===== src/hdl/gpd_regs.svh =====
`ifndef GPD_REGS_SVH
`define GPD_REGS_SVH
// register byte addresses
`define GPD_PTR0_OFS 8'h00
`define GPD_PTR1_OFS 8'h04
`define GPD_POS0_OFS 8'h08
`define GPD_POS1_OFS 8'h0C
`define GPD_PORTA_DATA_OFS 8'h10
`define GPD_PORTA_DIR_OFS 8'h14
`define GPD_CTRL_OFS 8'h18
`define GPD_BEAM_OFS 8'h1C
`define GPD_ANALOG_PIN_OFS 8'h20
// pointer counter word bit positions
`define GPD_PTR_LEFT_BIT 9
`define GPD_PTR_FWD_BIT 8
`define GPD_PTR_RIGHT_BIT 1
`define GPD_PTR_BACK_BIT 0
// port a fire bits
`define GPD_FIRE_LEFT_BIT 7
`define GPD_FIRE_RIGHT_BIT 6
// control register fields
`define GPD_CTRL_PAL_BIT 0
`define GPD_CTRL_PEN_EN_BIT 1
`define GPD_CTRL_PROP_BIT 2
// reset values
`define GPD_PORTA_DIR_RST 8'h00
`define GPD_CTRL_RST 8'h00
// synchroniser idle levels: active-low pins high, comparators, line and field low
`define GPD_PIN_SYNC_RST 17'h10FFC
// timing
`define GPD_DISCHARGE_LINES_525 9'd7
`define GPD_DISCHARGE_LINES_625 9'd8
`endif


===== src/hdl/gpd_pkg.sv =====
package gpd_pkg;
  typedef enum logic [1:0] {
    GPD_IDLE,
    GPD_RD_RESP,
    GPD_WR_RESP
  } gpd_bus_state_type;
  typedef enum logic {
    GPD_DISCHARGE,
    GPD_CHARGE
  } gpd_pot_phase_type;
endpackage : gpd_pkg


===== src/hdl/gpd_pot_channel.sv =====
`timescale 1ns/100ps
// one analog channel: latches the line count at the first threshold crossing
module gpd_pot_channel (
  input wire logic aclk,
  input wire logic aresetn,
  input wire logic discharge,
  input wire logic line_tick,
  input wire logic above_thr,
  input wire logic [7:0] line_count,
  output logic [7:0] count
);
  typedef struct packed {
    logic done;
    logic [7:0] count;
  } gpd_chan_state_type;
  gpd_chan_state_type st_r;
  gpd_chan_state_type st_nxt;

  always_comb begin
    st_nxt = st_r;
    if (discharge) begin
      st_nxt.done = 1'b0;
      st_nxt.count = 8'h00;
    end else if (!st_r.done) begin
      if (above_thr) begin
        st_nxt.done = 1'b1;
        st_nxt.count = line_count;
      end else if (line_tick) begin
        // tracks the line counter so an uncrossed field keeps its final count
        st_nxt.count = line_count;
      end
    end
  end

  always_ff @(posedge aclk) begin
    if (!aresetn) begin
      st_r <= '0;
    end else begin
      st_r <= st_nxt;
    end
  end

  assign count = st_r.count;

  property p_hold_after_done;
    @(posedge aclk) disable iff (!aresetn)
      (st_r.done && !discharge) |=> (count == $past(count));
  endproperty
  a_hold_after_done: assert property (p_hold_after_done) else $error("latched count moved");

  property p_zero_in_discharge;
    @(posedge aclk) disable iff (!aresetn)
      discharge |=> (count == 8'h00 && !st_r.done);
  endproperty
  a_zero_in_discharge: assert property (p_zero_in_discharge) else $error("count not cleared");
endmodule : gpd_pot_channel


===== src/hdl/gpd_game_port.sv =====
// Design decisions made here: the AXI4-Lite slave port and the placing of the registers.
`timescale 1ns/100ps
`include "gpd_regs.svh"
module gpd_game_port (
  input wire logic aclk,
  input wire logic aresetn,
  input wire logic [7:0] s_axi_awaddr,
  input wire logic s_axi_awvalid,
  output logic s_axi_awready,
  input wire logic [31:0] s_axi_wdata,
  input wire logic [3:0] s_axi_wstrb,
  input wire logic s_axi_wvalid,
  output logic s_axi_wready,
  output logic [1:0] s_axi_bresp,
  output logic s_axi_bvalid,
  input wire logic s_axi_bready,
  input wire logic [7:0] s_axi_araddr,
  input wire logic s_axi_arvalid,
  output logic s_axi_arready,
  output logic [31:0] s_axi_rdata,
  output logic [1:0] s_axi_rresp,
  output logic s_axi_rvalid,
  input wire logic s_axi_rready,
  input wire logic [3:0] fwd_low,
  input wire logic [1:0] left_low,
  input wire logic [1:0] right_low,
  input wire logic [1:0] fire_low,
  input wire logic [1:0] horizontal_analog_in,
  input wire logic [1:0] vertical_analog_in,
  input wire logic pen_trigger_low,
  input wire logic line_start,
  input wire logic field_start,
  input wire logic [8:0] beam_v,
  input wire logic [7:0] beam_h,
  output logic [1:0] pot_discharge
);
  // fwd_low[1:0] is forward per port, fwd_low[3:2] back per port

  typedef struct packed {
    gpd_pkg::gpd_bus_state_type bus;
    logic aw_got;
    logic w_got;
    logic [7:0] awaddr;
    logic [31:0] wdata;
    logic [3:0] wstrb;
    logic [31:0] rdata;
    logic [1:0] resp;
    logic ar_rdy, aw_rdy, w_rdy, rvld, bvld;
    logic [7:0] porta_dir;
    logic [7:0] porta_out;
    logic [7:0] ctrl;
    logic [8:0] pen_v;
    logic [7:0] pen_h;
    logic pen_prev;
    gpd_pkg::gpd_pot_phase_type phase;
    logic [8:0] lines;
    logic [7:0] line_count;
    logic line_tick;
    logic [1:0] disch;
    logic [15:0] ptr0;
    logic [15:0] ptr1;
  } gpd_state_type;

  gpd_state_type st_r;
  gpd_state_type st_nxt;

  // two-flop synchronisers for every pin input except beam_v and beam_h, which are sampled directly
  logic [16:0] pin_meta_r;
  logic [16:0] pin_sync_r;
  logic [16:0] pin_raw;
  assign pin_raw = {pen_trigger_low, vertical_analog_in, horizontal_analog_in, fire_low,
                    right_low, left_low, fwd_low, line_start, field_start};

  always_ff @(posedge aclk) begin
    if (!aresetn) begin
      pin_meta_r <= `GPD_PIN_SYNC_RST; // idle levels, so no false pen edge follows reset
      pin_sync_r <= `GPD_PIN_SYNC_RST;
    end else begin
      pin_meta_r <= pin_raw;
      pin_sync_r <= pin_meta_r;
    end
  end

  logic pen_s;
  logic [1:0] vert_s;
  logic [1:0] horz_s;
  logic [1:0] fire_s;
  logic [1:0] right_s;
  logic [1:0] left_s;
  logic [3:0] fwd_s;
  logic line_s;
  logic field_s;
  assign {pen_s, vert_s, horz_s, fire_s, right_s, left_s, fwd_s, line_s, field_s} = pin_sync_r;

  logic line_prev_r;
  logic field_prev_r;
  always_ff @(posedge aclk) begin
    if (!aresetn) begin
      line_prev_r <= 1'b0;
      field_prev_r <= 1'b0;
    end else begin
      line_prev_r <= line_s;
      field_prev_r <= field_s;
    end
  end
  logic line_rise;
  logic field_rise;
  assign line_rise = line_s && !line_prev_r;
  assign field_rise = field_s && !field_prev_r;

  logic [7:0] pos0_h;
  logic [7:0] pos0_v;
  logic [7:0] pos1_h;
  logic [7:0] pos1_v;
  logic [3:0] above;
  // the comparator is outside; its digital result arrives on the analog pins
  assign above = {vert_s[1], horz_s[1], vert_s[0], horz_s[0]};

  gpd_pot_channel u_ch0h (.aclk(aclk), .aresetn(aresetn), .discharge(st_r.disch[0]),
    .line_tick(st_r.line_tick), .above_thr(above[0]), .line_count(st_r.line_count), .count(pos0_h));
  gpd_pot_channel u_ch0v (.aclk(aclk), .aresetn(aresetn), .discharge(st_r.disch[0]),
    .line_tick(st_r.line_tick), .above_thr(above[1]), .line_count(st_r.line_count), .count(pos0_v));
  gpd_pot_channel u_ch1h (.aclk(aclk), .aresetn(aresetn), .discharge(st_r.disch[1]),
    .line_tick(st_r.line_tick), .above_thr(above[2]), .line_count(st_r.line_count), .count(pos1_h));
  gpd_pot_channel u_ch1v (.aclk(aclk), .aresetn(aresetn), .discharge(st_r.disch[1]),
    .line_tick(st_r.line_tick), .above_thr(above[3]), .line_count(st_r.line_count), .count(pos1_v));

  function automatic logic [15:0] gpd_joy_word(input logic fwd_n, input logic back_n,
                                                input logic left_n, input logic right_n,
                                                input logic prop);
    logic l;
    logic r;
    logic f;
    logic b;
    l = !left_n;
    r = !right_n;
    f = prop ? 1'b0 : !fwd_n;
    b = prop ? 1'b0 : !back_n;
    gpd_joy_word = 16'h0000; // left and forward code in the high byte, right and back code in the low
    gpd_joy_word[`GPD_PTR_LEFT_BIT] = l;
    gpd_joy_word[`GPD_PTR_RIGHT_BIT] = r;
    gpd_joy_word[`GPD_PTR_FWD_BIT] = l ^ f;
    gpd_joy_word[`GPD_PTR_BACK_BIT] = r ^ b;
  endfunction : gpd_joy_word

  logic [7:0] fire_bits;
  always_comb begin
    fire_bits = 8'h00;
    fire_bits[`GPD_FIRE_LEFT_BIT] = fire_s[0];
    fire_bits[`GPD_FIRE_RIGHT_BIT] = fire_s[1];
  end

  logic [31:0] rd_val;
  logic rd_ok;
  logic [7:0] pa_read;
  // pins set as output read back the driven latch; inputs read fire levels
  assign pa_read = (st_r.porta_dir & st_r.porta_out) | (~st_r.porta_dir & fire_bits);

  always_comb begin
    rd_ok = 1'b1;
    rd_val = 32'h00000000;
    if (s_axi_araddr == `GPD_PTR0_OFS) begin
      rd_val = {16'h0000, st_r.ptr0};
    end else if (s_axi_araddr == `GPD_PTR1_OFS) begin
      rd_val = {16'h0000, st_r.ptr1};
    end else if (s_axi_araddr == `GPD_POS0_OFS) begin
      rd_val = {16'h0000, pos0_v, pos0_h};
    end else if (s_axi_araddr == `GPD_POS1_OFS) begin
      rd_val = {16'h0000, pos1_v, pos1_h};
    end else if (s_axi_araddr == `GPD_PORTA_DATA_OFS) begin
      rd_val = {24'h000000, pa_read};
    end else if (s_axi_araddr == `GPD_PORTA_DIR_OFS) begin
      rd_val = {24'h000000, st_r.porta_dir};
    end else if (s_axi_araddr == `GPD_CTRL_OFS) begin
      rd_val = {24'h000000, st_r.ctrl};
    end else if (s_axi_araddr == `GPD_BEAM_OFS) begin
      // pen position only; there is deliberately no trigger flag
      rd_val = {15'h0000, st_r.pen_v, st_r.pen_h};
    end else if (s_axi_araddr == `GPD_ANALOG_PIN_OFS) begin
      rd_val = {28'h0000000, vert_s[1], horz_s[1], vert_s[0], horz_s[0]};
    end else begin
      rd_ok = 1'b0;
    end
  end

  logic pal;
  logic prop;
  assign pal = st_r.ctrl[`GPD_CTRL_PAL_BIT];
  assign prop = st_r.ctrl[`GPD_CTRL_PROP_BIT];

  always_comb begin
    st_nxt = st_r;
    st_nxt.line_tick = 1'b0;
    // joystick words are recomputed every cycle so reads are never torn
    st_nxt.ptr0 = gpd_joy_word(fwd_s[0], fwd_s[2], left_s[0], right_s[0], prop);
    st_nxt.ptr1 = gpd_joy_word(fwd_s[1], fwd_s[3], left_s[1], right_s[1], prop);
    st_nxt.pen_prev = pen_s;
    if (st_r.ctrl[`GPD_CTRL_PEN_EN_BIT] && st_r.pen_prev && !pen_s) begin
      st_nxt.pen_v = beam_v;
      st_nxt.pen_h = beam_h;
    end
    if (field_rise) begin
      st_nxt.phase = gpd_pkg::GPD_DISCHARGE;
      st_nxt.lines = 9'd0;
      st_nxt.line_count = 8'h00;
      st_nxt.disch = 2'b11;
    end else if (line_rise) begin
      case (st_r.phase)
        gpd_pkg::GPD_DISCHARGE: begin
          st_nxt.lines = st_r.lines + 9'd1;
          if (st_r.lines + 9'd1 >= (pal ? `GPD_DISCHARGE_LINES_625 : `GPD_DISCHARGE_LINES_525)) begin
            st_nxt.phase = gpd_pkg::GPD_CHARGE;
            st_nxt.disch = 2'b00;
          end
        end
        gpd_pkg::GPD_CHARGE: begin
          if (st_r.line_count != 8'hFF) begin
            st_nxt.line_count = st_r.line_count + 8'h01;
            st_nxt.line_tick = 1'b1;
          end
        end
        default: begin
          st_nxt.phase = gpd_pkg::GPD_DISCHARGE;
        end
      endcase
    end
    case (st_r.bus)
      gpd_pkg::GPD_IDLE: begin
        if (s_axi_awvalid && !st_r.aw_got) begin
          st_nxt.aw_got = 1'b1;
          st_nxt.awaddr = s_axi_awaddr;
        end
        if (s_axi_wvalid && !st_r.w_got) begin
          st_nxt.w_got = 1'b1;
          st_nxt.wdata = s_axi_wdata;
          st_nxt.wstrb = s_axi_wstrb;
        end
        if (s_axi_arvalid) begin
          st_nxt.rdata = rd_val;
          st_nxt.resp = rd_ok ? 2'b00 : 2'b10;
          st_nxt.bus = gpd_pkg::GPD_RD_RESP;
        end else begin
          if (st_r.aw_got && st_r.w_got) begin
            st_nxt.aw_got = 1'b0;
            st_nxt.w_got = 1'b0;
            st_nxt.resp = 2'b00;
            st_nxt.bus = gpd_pkg::GPD_WR_RESP;
            if (st_r.awaddr == `GPD_PORTA_DIR_OFS) begin
              if (st_r.wstrb[0]) st_nxt.porta_dir = st_r.wdata[7:0];
            end else if (st_r.awaddr == `GPD_PORTA_DATA_OFS) begin
              if (st_r.wstrb[0]) st_nxt.porta_out = st_r.wdata[7:0];
            end else if (st_r.awaddr == `GPD_CTRL_OFS) begin
              if (st_r.wstrb[0]) st_nxt.ctrl = {5'h00, st_r.wdata[2:0]};
            end else if (st_r.awaddr != `GPD_PTR0_OFS && st_r.awaddr != `GPD_PTR1_OFS &&
                         st_r.awaddr != `GPD_POS0_OFS && st_r.awaddr != `GPD_POS1_OFS &&
                         st_r.awaddr != `GPD_BEAM_OFS && st_r.awaddr != `GPD_ANALOG_PIN_OFS) begin
              st_nxt.resp = 2'b10; // read-only offsets answer okay and ignore the data
            end
          end
        end
      end
      gpd_pkg::GPD_RD_RESP: begin
        if (s_axi_rready) st_nxt.bus = gpd_pkg::GPD_IDLE;
      end
      gpd_pkg::GPD_WR_RESP: begin
        if (s_axi_bready) st_nxt.bus = gpd_pkg::GPD_IDLE;
      end
      default: begin
        st_nxt.bus = gpd_pkg::GPD_IDLE;
      end
    endcase
    st_nxt.ar_rdy = (st_nxt.bus == gpd_pkg::GPD_IDLE);
    st_nxt.aw_rdy = st_nxt.ar_rdy && !st_nxt.aw_got;
    st_nxt.w_rdy = st_nxt.ar_rdy && !st_nxt.w_got;
    st_nxt.rvld = (st_nxt.bus == gpd_pkg::GPD_RD_RESP);
    st_nxt.bvld = (st_nxt.bus == gpd_pkg::GPD_WR_RESP);
  end

  always_ff @(posedge aclk) begin
    if (!aresetn) begin
      st_r <= '0;
      st_r.porta_dir <= `GPD_PORTA_DIR_RST;
      st_r.ctrl <= `GPD_CTRL_RST;
      st_r.pen_prev <= 1'b1;
      st_r.disch <= 2'b11;
    end else begin
      st_r <= st_nxt;
    end
  end

  assign s_axi_arready = st_r.ar_rdy;
  assign s_axi_awready = st_r.aw_rdy;
  assign s_axi_wready = st_r.w_rdy;
  assign s_axi_rvalid = st_r.rvld;
  assign s_axi_rdata = st_r.rdata;
  assign s_axi_rresp = st_r.resp;
  assign s_axi_bvalid = st_r.bvld;
  assign s_axi_bresp = st_r.resp;
  assign pot_discharge = st_r.disch;

  property p_ptr_left;
    @(posedge aclk) disable iff (!aresetn)
      ##1 (st_r.ptr0[`GPD_PTR_LEFT_BIT] == !$past(left_s[0]));
  endproperty
  a_ptr_left: assert property (p_ptr_left) else $error("left bit wrong");

  property p_ptr_fwd;
    @(posedge aclk) disable iff (!aresetn)
      ##1 ((st_r.ptr0[9] ^ st_r.ptr0[8]) == ($past(!fwd_s[0]) && !$past(prop)));
  endproperty
  a_ptr_fwd: assert property (p_ptr_fwd) else $error("forward code wrong");

  property p_ptr_back;
    @(posedge aclk) disable iff (!aresetn)
      ##1 ((st_r.ptr1[1] ^ st_r.ptr1[0]) == ($past(!fwd_s[3]) && !$past(prop)));
  endproperty
  a_ptr_back: assert property (p_ptr_back) else $error("back code wrong");

  property p_fire_input;
    @(posedge aclk) disable iff (!aresetn)
      !st_r.porta_dir[`GPD_FIRE_LEFT_BIT] |-> (pa_read[`GPD_FIRE_LEFT_BIT] == fire_s[0]);
  endproperty
  a_fire_input: assert property (p_fire_input) else $error("fire level not shown");

  property p_discharge_len;
    @(posedge aclk) disable iff (!aresetn)
      (st_r.phase == gpd_pkg::GPD_CHARGE && $past(st_r.phase) == gpd_pkg::GPD_DISCHARGE)
        |-> ($past(st_r.lines) + 9'd1 == (pal ? 9'd8 : 9'd7));
  endproperty
  a_discharge_len: assert property (p_discharge_len) else $error("discharge length wrong");

  property p_count_zero;
    @(posedge aclk) disable iff (!aresetn)
      (st_r.phase == gpd_pkg::GPD_DISCHARGE) |-> (st_r.line_count == 8'h00 && st_r.disch == 2'b11);
  endproperty
  a_count_zero: assert property (p_count_zero) else $error("counter not held");

  property p_line_step;
    @(posedge aclk) disable iff (!aresetn)
      (line_rise && !field_rise && st_r.phase == gpd_pkg::GPD_CHARGE && st_r.line_count != 8'hFF)
        |=> (st_r.line_count == $past(st_r.line_count) + 8'h01);
  endproperty
  a_line_step: assert property (p_line_step) else $error("line count not advancing");

  property p_pen_latch;
    @(posedge aclk) disable iff (!aresetn)
      (st_r.ctrl[`GPD_CTRL_PEN_EN_BIT] && st_r.pen_prev && !pen_s) |=> (st_r.pen_h == $past(beam_h));
  endproperty
  a_pen_latch: assert property (p_pen_latch) else $error("pen not latched");
endmodule : gpd_game_port


===== config.mk =====
export PLATFORM = sky130hd
export DESIGN_NAME = gpd_game_port
export DESIGN_NICKNAME = d
export VERILOG_FILES = /design/src/hdl/gpd_pkg.sv /design/src/hdl/gpd_pot_channel.sv /design/src/hdl/gpd_game_port.sv
export VERILOG_INCLUDE_DIRS = /design/src /design/src/hdl
export SDC_FILE = /design/constraint.sdc
export NUM_CORES = 1
export LEC_CHECK = 0
export BUFFER_PORTS_ARGS = -buffer_cell sky130_fd_sc_hd__buf_4
export CAP_MARGIN = 30
export CORE_MARGIN = 3
export CORE_UTILIZATION = 45
export CTS_CLUSTER_SIZE = 10
export DETAILED_ROUTE_END_ITERATION = 10
export GPL_TIMING_DRIVEN = 0
export PLACE_DENSITY = 0.75
export REMOVE_ABC_BUFFERS = 1
export SLEW_MARGIN = 20
export SYNTH_ARGS = -nofsm -noshare
export SYNTH_HDL_FRONTEND = slang
export SYNTH_SLANG_ARGS = --single-unit

===== constraint.sdc =====
create_clock -name aclk -period 2.4 [get_ports aclk]
set_input_delay 0.48 -clock aclk [delete_from_list [all_inputs] [get_ports aclk]]
set_output_delay 0.48 -clock aclk [all_outputs]
set_load 0.03 [all_outputs]

==> run_results.csv <==
group,metric,value,unit
run_status,outcome,"completed",
logic_synthesis,ys_seq_area_share,46.7,%
setup_path,cp_slowest_cell,"o211ai_1",
clocking,clk_latency,0.43,ns
pwr,peakVddDrop,528,uV
clocking,ctsHtreeMaxLevel,4,
drt,drc,0,
setup_path,required,2.69,ns
sta,hold_viol_final,0,
worst_hold_path,hp-class,"input port to flop",
clocking,cts_buffers,17,
drt,wl,17.5,mm
logic_synthesis,ys_ff_latch,181,
sta,finalCritPeriodShare,88.8,%
clocking,clk_pin_slew,0.07,ns
sta,fmax,0.469,GHz
pwr,pwr-share-clk,42.4,%
drt,drt_first_iter_violations,528,
logic_synthesis,syn_area_per_cell,8.56,um^2
floorplanning,die_x,137,um
sta,grt_setup_unrepaired,"false",
setup_path,start_kind,"flop",
finish,design.final.nets,1047,
sta,timing.hold.ws,0.220,ns
finish,drive_above_1_share,17.2,%
logic_synthesis,yosysWarnings,0,
setup_path,max_stage_delay,0.72,ns
setup_path,rrSetupSlack,0.27,ns
finish,n_antenna_cell,0,
floorplanning,start_util,46.3,%
pwr,pwr-share-comb,7.8,%
finish,nFillCells,1578,
clocking,clockBufferDepth,2,
global_route,grt_remaining_overflow,0,
global_route,grt_util_met3,5.15,%
sta,worstMarginPinSlew,0.859,ns
drt,dr.pass1.iters,5,
clocking,clkSinkCount,181,
logic_synthesis,synthFlopType,"dfxtp_1",
logic_synthesis,netlist_area,7760,um^2
clocking,cts_tree,"done",
clocking,postCtsSetupRepairBufs,0,
finish,utilization,52.8,%
global_route,grt_max_degree,51,
floorplanning,design.core.area,16800,um^2
finish,syn_to_final_growth,13.9,%
global_route,antenna_found_initial,0,
logic_synthesis,async_reset_ff_share,0,%
drt,vias_per_cell,5.31,
sta,drv_slew,0,
logic_synthesis,yosysUniqueCellTypes,72,
floorplanning,rows,47,
setup_path,path_class,"flop to flop",
clocking,cts_root_buf,"clkbuf_16",
setup_path,crit-reg2reg-launch,"st_r[36]$_SDFFE_PP0P_",
place,place_hpwl,12.2,mm
pwr,p_leak,3.22,nW
pwr,fin_total_pwr,6.27,mW
place,place_inst,1147,
floorplanning,num_io_pins,136,
pwr,switchingPower,1.54,mW
setup_path,reg2reg_depth,5,
setup_path,endpoint_kind,"flop",
place,gp_congestion,0.866,
run,maxCapViolCount,0,
global_route,grt_pass1_wl,28.4,mm
global_route,grt_use_met2,29.3,%
logic_synthesis,synth_edf_count,0,
sta,fin_skew,0.00929,ns
worst_hold_path,holdPathStages,2,
clocking,cts_resized,0,
worst_hold_path,holdPathEnd,"pin_meta_r[11]$_SDFF_PN1_",
global_route,gr-usage-met1,25.8,%
logic_synthesis,synth_cells,907,
global_route,grt_usage,19.0,%
setup_path,crit_chain,"ha_1, nand3_1, o211ai_1, mux2i_1, nor2_1",
setup_path,r2r_end,"st_r[36]$_SDFFE_PP0P_",
pwr,power_density,709,nW/um^2
sta,setup_violations,0,
drt,ant_nets,0,
floorplanning,dieHeight,137,um
pwr,intPower,4.73,mW
global_route,first_global_vias,5746,
drt,vias,6268,
global_route,grt.busiest_layer,"met2",
setup_path,cp_max_fo,13,
finish,instances_no_fill,1180,
worst_hold_path,min-delay-start,"fire_low[1]",
floorplanning,die_area,18900,um^2
sta,fin_crit,2.13,ns
sta,relSlewSlack,42.5,%
pwr,p_sw_share,24.6,%
pwr,pwr-share-seq,49.8,%
clocking,hold_buffers,0,
setup_path,critPathArrivalTime,2.42,ns
drt,wl_per_cell,14.8,um
place,portBuffers,91,
-- state kept, by name, summed over array words and instances, names as in the netlist, 8 cells and up --
name / cells
u_ch0h.count: 8
u_ch0v.count: 8
st_r: 83
pin_meta_r: 17
pin_sync_r: 17
s_axi_rdata: 17
u_ch1v.count: 8
u_ch1h.count: 8
-- layout make-up --
cell class,instances,area [um^2],area share [%]
Tap cell,220,275,3.11
Inverter,7,26.3,0.297
Timing Repair Buffer,95,723,8.18
Multi-Input combinational cell,646,3630,41.1
Clock buffer,18,439,4.97
Sequential cell,181,3620,41.0
Clock inverter,13,124,1.40
-- cell usage in the layout (no fill, tap or decap), types with 4 or more instances in the layout --
master	count
dfxtp_1	181
nand2_1	158
a21oi_1	113
buf_4	93
nor2_1	57
o21ai_0	39
nand2b_1	33
nand3_1	30
and2_1	18
conb_1	17
clkbuf_16	17
nor3_1	13
a22oi_1	12
or2_2	10
xor2_1	8
nor2b_1	8
o31ai_1	7
xnor2_1	7
mux2i_1	6
or4_1	6
ha_1	6
or3_1	5
inv_1	5
and3_1	4
nor3b_1	4
a221oi_1	4
a31oi_1	4
o221ai_1	4
o211ai_1	4
nand4_1	4
inv_6	4
-- power by group through the flow --
stage / Clock, mW / Combinational (mW) / Sequential [mW]
finish: 2.66 / 0.489 / 3.12
global route: 2.82 / 0.542 / 3.13
CTS: 2.71 / 0.489 / 3.12
detailed placement: 0 / 0.488 / 3.19
global placement: 0 / 0.475 / 3.19
floorplan: 0 / 0.249 / 3.20
-- synth_stat cells, types with 5 or more instances --
master    number  area (um^2)
dfxtp_1      181         3620
nand2_1      159          597
a21oi_1      113          566
nor2_1        58          218
buf_4         40          300
o21ai_0       39          195
nand2b_1      33          206
nand3_1       30          150
clkbuf_1      28          105
and2_1        18          113
nor3_1        13         65.1
a22oi_1       12         90.1
buf_2         10         50.1
or2_2         10         62.6
nor2b_1        8         50.1
xor2_1         8         70.1
o31ai_1        7         52.6
xnor2_1        7         61.3
ha_1           6         75.1
inv_1          6         22.5
mux2i_1        6         60.1
or4_1          6         45.0
nor3b_1        5         37.5
or3_1          5         31.3
-- through the flow --
stage               setup TNS [ns]  worst slack, ns  area, um^2
finish                           0            0.270        8840
global route                     0           0.0568        8840
CTS                              0            0.241        8830
detailed placement           -1.93           -0.203        8260
global placement            -23.57            -1.13        8230
floorplan                        0            0.129        7270
-- metal layers --
metal / share of wire, % / wire length (um)
met4: 1.8 / 307
met2: 45 / 7800
met5: 0 / 0
met3: 8.0 / 1390
met1: 46 / 7960
-- cell families after synthesis --
| logic type | after synthesis | synth area share [%] |
|---|---|---|
| other | 1 | 0.0483 |
| AO/OA/AOI/OAI | 214 | 17.0 |
| AND/OR/NAND/NOR | 385 | 24.9 |
| flip-flops | 181 | 46.7 |
| buffers and inverters | 96 | 7.52 |
| adder cells (fa/ha/maj) | 6 | 0.967 |
| XOR/XNOR | 15 | 1.69 |
| multiplexers | 9 | 1.21 |
-- worst max-delay path by stage --
stage	startpoint	endpoint	slack [ns]	cells after the start
after floorplan	aresetn	s_axi_rdata[10]$_SDFFE_PN0P_	0.13	4
after global placement	aresetn	s_axi_rdata[15]$_SDFFE_PN0P_	-1.13	5
after detailed placement	aresetn	s_axi_rdata[14]$_SDFFE_PN0P_	-0.20	6
after CTS	aresetn	s_axi_rdata[12]$_SDFFE_PN0P_	0.24	6
after global routing	st_r[35]$_SDFFE_PP0P_	st_r[38]$_SDFFE_PP0P_	0.06	5
final	st_r[36]$_SDFFE_PP0P_	st_r[36]$_SDFFE_PP0P_	0.27	5
-- worst max-delay path: cells and delay by family, from the launching register on --
kind | cells | cell delay (ns)
AOI/OAI and AO/OA | 1 | 0.72
DFF | 1 | 0.52
adders and majority gates | 1 | 0.31
muxes | 1 | 0.26
and+or+nand+nor | 2 | 0.18
(Power assumes the default switching activity.)
